===== src/design/memory_map_decoder_params.svh =====
// memory_map_decoder_params.svh: address map, field positions, counts
// assumes: included by the package and the decoder after the package
`ifndef MEMORY_MAP_DECODER_PARAMS_SVH
`define MEMORY_MAP_DECODER_PARAMS_SVH

// ====================================================================
// first level: sixteen areas of 256 Mbytes
`define AREA_MSB 31
`define AREA_LSB 28
`define AREA_INTERNAL 4'h0
`define AREA_EXT_FIRST 4'h1
`define AREA_EXT_LAST 4'h8
`define AREA_PERIPH 4'hf
`define EXT_SELECTS 8

// ====================================================================
// second level: 1 Mbyte regions inside area zero
`define REGION_MSB 27
`define REGION_LSB 20
`define REGION_ZERO 8'h00
`define REGION_FLASH 8'h01
`define REGION_SRAM 8'h02
`define REGION_ROM 8'h03
`define OFFSET_BITS 20

// ====================================================================
// flash geometry and write buffer
`define FLASH_BANKS 2
`define FLASH_PAGES_PER_BANK 1024
`define FLASH_PAGE_BYTES 256
`define FLASH_WORDS 131072
`define FLASH_WORD_BITS 17
`define FLASH_BANK_BIT 18
`define FLASH_PAGE_MSB 17
`define FLASH_PAGE_LSB 8
`define WBUF_WORDS 64
`define WBUF_IDX_BITS 6

// ====================================================================
// option bits and start-up
`define OPT_BITS 3
`define OPT_BOOT_BIT 2
`define OPT_RESET 3'h0
`define INIT_WAIT_CYCLES 2'h3
`endif


===== src/design/memory_map_decoder_pkg.sv =====
// memory_map_decoder_pkg.sv: request, answer and command types
// assumes: the params header sits beside it
`include "memory_map_decoder_params.svh"
package memory_map_decoder_pkg;
	typedef struct packed {
		logic valid;
		logic write;
		logic [31:0] addr;
		logic [31:0] wdata;
	} req_t;
	typedef struct packed {
		logic valid;
		logic abort;
		logic [`EXT_SELECTS-1:0] ext_cs;
		logic apb;
		logic flash;
		logic sram;
		logic rom;
		logic [`OFFSET_BITS-1:0] offset;
	} sel_t;
	typedef struct packed {
		logic set;
		logic clear;
		logic [1:0] index;
	} opt_cmd_t;
	typedef struct packed {
		logic bank;
		logic [9:0] page;
		logic [`FLASH_WORD_BITS-1:0] word;
	} flash_loc_t;
	typedef enum logic [1:0] {
		ST_WAIT = 2'b00,
		ST_LOAD = 2'b01,
		ST_RUN = 2'b11
	} init_state_t;
endpackage


===== src/design/memory_map_decoder.sv =====
// memory_map_decoder.sv: two-level address decoder with boot aliasing
// assumes: masters hold one request per cycle; option store on i_nv_stored
// ====================================================================
`timescale 1ns/10ps
`default_nettype none
`include "memory_map_decoder_params.svh"
module memory_map_decoder
	import memory_map_decoder_pkg::*;
(
	input wire logic i_clk,
	input wire logic i_rst_n,
	input var req_t i_req,
	input var opt_cmd_t i_opt_cmd,
	input wire logic i_remap_cmd,
	input wire logic i_wipe,
	input wire logic [`OPT_BITS-1:0] i_nv_stored,
	input wire logic [`WBUF_IDX_BITS-1:0] i_wbuf_raddr,
	output var sel_t o_sel,
	output var flash_loc_t o_flash_loc,
	output logic [31:0] o_wbuf_rdata,
	output logic [`OPT_BITS-1:0] o_opt_bits,
	output logic o_remap,
	output logic o_boot_flash,
	output logic o_ready
);
	// ================================================================
	// reset release
	logic rst_meta_reg;
	logic rst_n;
	always_ff @(posedge i_clk or negedge i_rst_n) begin
		if (!i_rst_n) begin
			rst_meta_reg <= 1'b0;
			rst_n <= 1'b0;
		end else begin
			rst_meta_reg <= 1'b1;
			rst_n <= rst_meta_reg;
		end
	end

	// ================================================================
	// pin synchronisers, three stages with agreement filter
	logic [`OPT_BITS:0] pin_s1_reg;
	logic [`OPT_BITS:0] pin_s2_reg;
	logic [`OPT_BITS:0] pin_s3_reg;
	logic [`OPT_BITS:0] pin_filt_reg;
	logic [`OPT_BITS:0] pin_filt_next;
	logic wipe_f;
	logic [`OPT_BITS-1:0] nv_f;
	assign wipe_f = pin_filt_reg[`OPT_BITS];
	assign nv_f = pin_filt_reg[`OPT_BITS-1:0];
	always_comb begin
		for (int k = 0; k <= `OPT_BITS; k++) begin
			pin_filt_next[k] = (pin_s2_reg[k] == pin_s3_reg[k]) ?
				pin_s3_reg[k] : pin_filt_reg[k];
		end
	end
	always_ff @(posedge i_clk or negedge rst_n) begin
		if (!rst_n) begin
			pin_s1_reg <= '0;
			pin_s2_reg <= '0;
			pin_s3_reg <= '0;
			pin_filt_reg <= '0;
		end else begin
			pin_s1_reg <= {i_wipe, i_nv_stored};
			pin_s2_reg <= pin_s1_reg;
			pin_s3_reg <= pin_s2_reg;
			pin_filt_reg <= pin_filt_next;
		end
	end

	// ================================================================
	// start-up sequence
	init_state_t state_reg;
	init_state_t state_next;
	logic [1:0] wait_reg;
	logic [1:0] wait_next;
	always_comb begin
		state_next = state_reg;
		wait_next = wait_reg;
		case (state_reg)
		ST_WAIT: begin
			wait_next = wait_reg + 2'h1;
			if (wait_reg == `INIT_WAIT_CYCLES) begin
				state_next = ST_LOAD;
			end
		end
		ST_LOAD: begin
			state_next = ST_RUN;
		end
		default: begin
			state_next = ST_RUN;
		end
		endcase
	end
	always_ff @(posedge i_clk or negedge rst_n) begin
		if (!rst_n) begin
			state_reg <= ST_WAIT;
			wait_reg <= 2'h0;
		end else begin
			state_reg <= state_next;
			wait_reg <= wait_next;
		end
	end
	wire running = (state_reg == ST_RUN);
	wire loading = (state_reg == ST_LOAD);

	// ================================================================
	// option bits, remap and boot alias
	logic [`OPT_BITS-1:0] opt_reg;
	logic [`OPT_BITS-1:0] opt_next;
	logic [`OPT_BITS-1:0] cmd_mask;
	logic remap_reg;
	logic boot_flash_reg;
	assign cmd_mask = `OPT_BITS'(1) << i_opt_cmd.index;
	always_comb begin
		opt_next = opt_reg;
		if (loading) begin
			opt_next = nv_f;
		end else if (running && wipe_f) begin
			opt_next[`OPT_BOOT_BIT] = 1'b0;
		end else if (running && i_opt_cmd.set) begin
			opt_next = opt_reg | cmd_mask;
		end else if (running && i_opt_cmd.clear) begin
			opt_next = opt_reg & ~cmd_mask;
		end
	end
	always_ff @(posedge i_clk or negedge rst_n) begin
		if (!rst_n) begin
			opt_reg <= `OPT_RESET;
			remap_reg <= 1'b0;
			boot_flash_reg <= 1'b0;
		end else begin
			opt_reg <= opt_next;
			if (running && i_remap_cmd) begin
				remap_reg <= 1'b1;
			end
			if (loading) begin
				boot_flash_reg <= nv_f[`OPT_BOOT_BIT];
			end
		end
	end

	// ================================================================
	// address decode
	wire [3:0] area = i_req.addr[`AREA_MSB:`AREA_LSB];
	wire [7:0] region = i_req.addr[`REGION_MSB:`REGION_LSB];
	wire go = running && i_req.valid;
	wire in_int = (area == `AREA_INTERNAL);
	wire in_ext = (area >= `AREA_EXT_FIRST) && (area <= `AREA_EXT_LAST);
	wire in_apb = (area == `AREA_PERIPH);
	wire r_zero = in_int && (region == `REGION_ZERO);
	wire hit_flash = (in_int && (region == `REGION_FLASH)) ||
		(r_zero && !remap_reg && boot_flash_reg);
	wire hit_sram = (in_int && (region == `REGION_SRAM)) ||
		(r_zero && remap_reg);
	wire hit_rom = (in_int && (region == `REGION_ROM)) ||
		(r_zero && !remap_reg && !boot_flash_reg);
	wire hit_int = hit_flash || hit_sram || hit_rom;
	wire [2:0] ext_idx = 3'(area - `AREA_EXT_FIRST);
	wire [`EXT_SELECTS-1:0] ext_dec = in_ext ?
		(`EXT_SELECTS'(1) << ext_idx) : '0;
	wire is_abort = !(in_ext || in_apb || hit_int);
	sel_t sel_next;
	assign sel_next = '{valid: go, abort: go && is_abort,
		ext_cs: go ? ext_dec : '0, apb: go && in_apb,
		flash: go && hit_flash, sram: go && hit_sram,
		rom: go && hit_rom,
		offset: i_req.addr[`OFFSET_BITS-1:0]};
	flash_loc_t loc_next;
	assign loc_next = '{bank: i_req.addr[`FLASH_BANK_BIT],
		page: i_req.addr[`FLASH_PAGE_MSB:`FLASH_PAGE_LSB],
		word: i_req.addr[`FLASH_BANK_BIT:2]};

	// ================================================================
	// flash write buffer, one page of words
	logic [31:0] wbuf_mem [`WBUF_WORDS];
	wire [`WBUF_IDX_BITS-1:0] wbuf_widx = i_req.addr[7:2];
	wire wbuf_we = go && hit_flash && i_req.write;
	always_ff @(posedge i_clk) begin
		if (wbuf_we) begin
			wbuf_mem[wbuf_widx] <= i_req.wdata;
		end
	end

	// ================================================================
	// registered outputs
	always_ff @(posedge i_clk or negedge rst_n) begin
		if (!rst_n) begin
			o_sel <= '0;
			o_flash_loc <= '0;
			o_wbuf_rdata <= 32'h0000_0000;
			o_opt_bits <= `OPT_RESET;
			o_remap <= 1'b0;
			o_boot_flash <= 1'b0;
			o_ready <= 1'b0;
		end else begin
			o_sel <= sel_next;
			o_flash_loc <= loc_next;
			o_wbuf_rdata <= wbuf_mem[i_wbuf_raddr];
			o_opt_bits <= opt_reg;
			o_remap <= remap_reg;
			o_boot_flash <= boot_flash_reg;
			o_ready <= running;
		end
	end

	logic [31:0] a_addr_reg;
	logic a_go_reg;
	wire [31:0] a_addr = a_addr_reg;
	wire a_go = a_go_reg;
	always_ff @(posedge i_clk or negedge rst_n) begin
		if (!rst_n) begin
			a_addr_reg <= 32'h0000_0000;
			a_go_reg <= 1'b0;
		end else begin
			a_addr_reg <= i_req.addr;
			a_go_reg <= go;
		end
	end
endmodule
`default_nettype wire


===== config.mk =====
export PLATFORM = sky130hd
export DESIGN_NAME = memory_map_decoder
export DESIGN_NICKNAME = d
export VERILOG_FILES = /design/src/design/memory_map_decoder_pkg.sv /design/src/design/memory_map_decoder.sv
export VERILOG_INCLUDE_DIRS = /design/src /design/src/design
export SDC_FILE = /design/constraint.sdc
export NUM_CORES = 2
export LEC_CHECK = 0
export BUFFER_PORTS_ARGS = -buffer_cell sky130_fd_sc_hd__buf_4
export CORE_ASPECT_RATIO = 0.8
export CORE_MARGIN = 2
export CORE_UTILIZATION = 40
export CTS_BUF_LIST = sky130_fd_sc_hd__clkbuf_16
export DETAILED_ROUTE_END_ITERATION = 10
export GPL_TIMING_DRIVEN = 0
export MAX_ROUTING_LAYER = met4
export PLACE_DENSITY_LB_ADDON = 0.05
export SYNTH_ARGS = -nofsm -noshare
export SYNTH_HDL_FRONTEND = slang
export SYNTH_SLANG_ARGS = --single-unit

===== constraint.sdc =====
create_clock -name i_clk -period 3.71 [get_ports i_clk]
set_input_delay 0.5565 -clock i_clk [delete_from_list [all_inputs] [get_ports i_clk]]
set_output_delay 0.5565 -clock i_clk [all_outputs]
set_load 0.01 [all_outputs]

# Word-level counts from Yosys, hierarchy flattened
# Memories as Yosys holds them, arrays and structs flattened. A register that Yosys moved wholly into a read port is not among the register bits.
# Cells that the tools add are included.
# totals
out_inout_bits	100
inputBits	83
memories	1
ram_bits	2048
elab_cells	101
register_bits	95
# memory_table
name	words	word_bits	read_ports	rd_ports_with_merged_regs	write_ports	line	source
wbuf_mem	64	32	1	1	1	memory_map_decoder.sv:176	logic [31:0] wbuf_mem [`WBUF_WORDS];
# classes
reduce_logical	37
eq_ne	13
order_cmp	2
n_bitwise	3
n_mux	11
shift	2
addsub	2
# ops
cell	count
logical AND 1 bit	20
== test 8 x 2 -> 1 bit (second input constant)	2
two-way mux 8 bit	2
two-way mux 3 bit	3
== test 8 x 1 -> 1 bit (second input constant)	1
logical NOT 8 bit	1
<< shifter 1 x 3 -> 8 bit (first input constant)	1
logical OR 1 bit	7
two-way mux 2 bit	3
== test 1 bit	4
== test 2 bit (second input constant)	2
== test 4 bit (second input constant)	1
>= comparator 4 x 1 -> 1 bit (second input constant)	1
<= comparator 4 bit (second input constant)	1
logical NOT 1 bit	4
logical NOT 4 bit	1
inequality test 2 bit (second input constant)	2
nonzero test 4 bit	1
AND 3 bit	1
two-way mux 1 bit	3
NOT 3 bit	1
OR 3 bit	1
nonzero test 3 bit	1
<< shifter 1 x 2 -> 3 bit (first input constant)	1
other kinds (5)	5

# Longest topological paths before layout
# logic_depth
ltp_word	10
depth_mapped	10
ltp_nobuf	7

# Worst setup path before layout
# Ideal clock, no wire load.
# synth_timing
path_kind	input to register
start	input i_req[63] (netlist bit)
end	memory wbuf_mem[63][0] (enable)
slack_ns	-0.021
setup_ns	0.421
n_path_buf	1
stages	6
required_ns	3.289
arrival_ns	3.310
path_cell_list	clkbuf_1 > nor4_1 > nand4_1 > nor3_1 > nand4_1 > nor2_1
# synth_via
elab_chain_cells	9
word_cells_on_any_way	10
cone_classes	mux: 2; reduce/logical: 8
# synth_lines
item	line	source
start, declared	memory_map_decoder.sv:12	input var req_t i_req,
logical NOT 4 bit (no source line) (*)	n/a	
logical AND 1 bit	memory_map_decoder.sv:151	wire r_zero = in_int && (region == `REGION_ZERO);
logical AND 1 bit (2 in a row)	memory_map_decoder.sv:153	(r_zero && !remap_reg && boot_flash_reg);
logical OR 1 bit (*)	memory_map_decoder.sv:152	wire hit_flash = (in_int && (region == `REGION_FLASH)) ||
logical AND 1 bit (*) (2 in a row)	memory_map_decoder.sv:178	wire wbuf_we = go && hit_flash && i_req.write;
two-way mux 1 bit (*)	memory_map_decoder.sv:180	if (wbuf_we) begin
two-way mux 1 bit (implied by the code) (*)	memory_map_decoder.sv:181	wbuf_mem[wbuf_widx] <= i_req.wdata;
end, declared	memory_map_decoder.sv:176	
# Every way passes the cells marked *; elsewhere a longest branch is shown, timed or not.

==> summary.txt <==
Outcome
  • Outcome: finished, final reports clean

Final layout
  • Commonest cells after routing, fill and taps aside: 2048 x edfxtp_1, 605 x mux4_2, 275 x buf_4
  • Area Growth Syn to Fin: 18.9%
  • Share of cells above drive strength 1: 0.355
  • Top reg by flops: wbuf_mem
  • Layout Cells excl Fill: between 6000 and 7000
  • Max reg flops: 2048
  • Design area: 96500 um2
  • Final net count: 4034
  • Commonest non-fill, non-tap cell in the layout: edfxtp_1
  • Top Registers: wbuf_mem x2048, o_wbuf_rdata x32, o_sel x18

Pwr
  • Sequential share of power: 0.525
  • Int Power: 0.0398 W
  • Power density cells: 526 nW/um2
  • Switching share of power: 0.216
  • Peak supply drop: 494 uV
  • Logic gate share of total power: 0.053
  • Clk pwr share: 0.423
  • Overall power: 0.0508 W
  • Pleak: 30.9 nW
  • Psw: 0.0110 W

STA
  • Minimum clock period: 3700 ps
  • Fmax: between 200 and 300 MHz
  • Max-slew violation count: 0
  • # setup viols final: 0
  • Worst Skew: 44.2 ps
  • Relative slew slack: 0.0340
  • Slew at the pin closest to its max-slew limit: 1440 ps
  • Fin. Hold Viols: 0
  • Fin crit share: 0.998

Synthesis
  • Asr flop ratio synth: 0.0461
  • Ys flop type: edfxtp_1
  • Mapped Nets: around 3400
  • #FFs+latches synth: 2147
  • Top cell type's share of synthesized area: 0.758
  • EDFF count, synth: about 2000
  • Yosys warns: 0
  • Distinct cells, synth: 50
  • Cell Area, Synth: 81200 um2
  • Synth area leader: edfxtp_1
  • Syn Area/Cell: 24.2 um2
  • Synth top area cells: edfxtp_1 76%, mux4_2 17%, dfrtp_1 3.1%
  • Sequential area share after synthesis: 0.788
  • Post-Syn Instances: 3356

Die
  • Top-Level Pins: 183
  • Die height: around 400 um
  • Initial core utilization: 0.403
  • Core area: 201000 um2
  • Die ar.: 207000 um2
  • # rows: approximately 150
  • Die X-Extent: 508 um

Placed design
  • Port Buf Inserts: 175
  • Dpl hpwl: 153 mm
  • Placed cell count: 6280
  • DP Area: 87700 um2
  • GPL Wtd Cong: about 0.82

Routing
  • DRC viols: 0
  • Avg Vias per Cell: about 5.8
  • WL final: 237 mm
  • Drt wl/cell: 34.8 um
  • DRT iter0 DRCs: between 5000 and 6000
  • Post-route ant nets: 0
  • DR vias: 39386
  • Drt first pass iters: 5

Critical path
  • Crit path kind: in -> reg
  • Worst EP required: roughly 4300 ps
  • Slowest CP cell: a22oi_1
  • Crit-path max FO: 10
  • Crit end category: flop
  • Crit path DAT: 4320 ps
  • Startpoint Class: input port
  • Slowest cell delay on critical path: 1010 ps
  • Most used cell, CP: mux4_2
  • Worst-path cell chain: buf_2 > clkbuf_1 > clkbuf_2 > mux4_2 > mux4_2 > a22oi_1 > nand2_1

Clocking
  • CTS clk-pin slew, worst paths: 60 ps
  • CTS root buf: clkbuf_16
  • H-tree Lvls: 4
  • Total clock sinks: 2147
  • CTS tree: done
  • Max clock buf depth: 3
  • Worst skew pair latency: roughly 850 ps
  • Inserted Clock Buffers: 211

Global route
  • Number of global-route vias before repair: approximately 40000
  • Largest net degree at the start of global routing: 65
  • Total GRT Usage: 0.237
  • Initial antenna violation count: 13
  • First-pass GRT wire length: 324 mm
  • Total gr overflow: 0

Run
  • Max_cap viols: 0

Min path
  • Hold/Removal Path Class: in -> reg
-- worst max-delay path, delay by kind of cell --
kind            cells  cell delay (ps)
compound gates      1             1010
mux                 2              880
buf+inv             3             1550
simple gates        1              290
-- stage by stage --
step | TNS [ps] | worst slack [ps] | hold slack [ps] | utilization
floorplan | -9490 | -21.5 | 261 | -
global placement | -6085990 | -3530 | 337 | 0.427
detailed placement | -1370380 | -1130 | 336 | 0.436
CTS | -9.92 | -9.92 | 4.89 | 0.479
global route | -11.8 | -11.8 | 74.7 | 0.479
finish | 0 | 8.95 | 82.0 | 0.479
-- power groups by stage --
| stage | Combinational (W) | Sequential (W) | Clock (W) |
|---|---|---|---|
| floorplan | 0.00123 | 0.0272 | 0 |
| global placement | 0.00258 | 0.0272 | 0 |
| CTS | 0.00270 | 0.0267 | 0.0219 |
| finish | 0.00267 | 0.0267 | 0.0215 |
| detailed placement | 0.00267 | 0.0272 | 0 |
| global route | 0.00282 | 0.0266 | 0.0228 |
-- cells by family after synthesis --
logic type	count (synthesis)	synth area share
buffers and inverters	208	0.0136
other	1	0.0000462
xor gates and xnor gates	1	0.000108
adders and majority gates	5	0.000648
AOI/OAI and AO/OA	134	0.0118
DFF	2147	0.788
and+or+nand+nor	208	0.0117
muxes	652	0.174
-- final cells by class --
cell class	count	area [um2]
buffer	200	1100
antenna	11	27.5
inverter	7	26.3
clock inverter	185	1640
timing repair buffer	382	4450
sequential	2147	64000
fill	16185	105000
clock buffer	212	5310
multi-input combinational	1001	16600
tap	2682	3360
-- Yosys cell counts, types with 4 or more instances --
library cell  count
o21ai_0          16
edfxtp_1       2048
nor2b_1          19
mux4_2          605
clkbuf_1         65
o32ai_1           8
inv_1             7
a31oi_1           9
nand2_1          49
buf_6            12
nand3b_1          4
nor3_1            6
a21oi_1          11
a211oi_1          9
buf_1            23
buf_4            43
mux2i_1          46
buf_2            57
nor2_1           90
nor4_1            5
and2_1            4
nand3_1          11
maj3_1            4
dfrtp_1          99
a22oi_1          61
nand4_1           4
a31o_2            8
-- final timing paths --
path	from	to	slack [ps]	cells after the start
worst min register to register	rst_n	o_sel[0]	340	0
min in group asynchronous	rst_n	o_sel[0]	340	0
worst max-delay path	i_wbuf_raddr[2]	o_wbuf_rdata[6]	9	7
worst max register to register	state_reg[1]	wbuf_mem[2][24]	420	9
max in group asynchronous	rst_n	o_wbuf_rdata[4]	2560	1
worst min-delay path	i_opt_cmd[2]	opt_reg[2]	80	4
-- per-layer routing --
layer  up-vias  global-route usage  routed length (um)
met3       358              0.0489               19600
li1      15621                   -                   -
met2      1772               0.339              105000
met5         -                   -                   0
met4         0              0.0659                6920
met1     21635               0.347              106000
-- what timing repair did --
action,4_1_cts,5_1_grt
hold buffers,34,0
pin swaps,63,1
setup endpoints to repair,2053,1012
buffers inserted,104,2
gates resized for setup,12,15
hold endpoints to repair,35,0
Power figures use the tool's default switching activity.
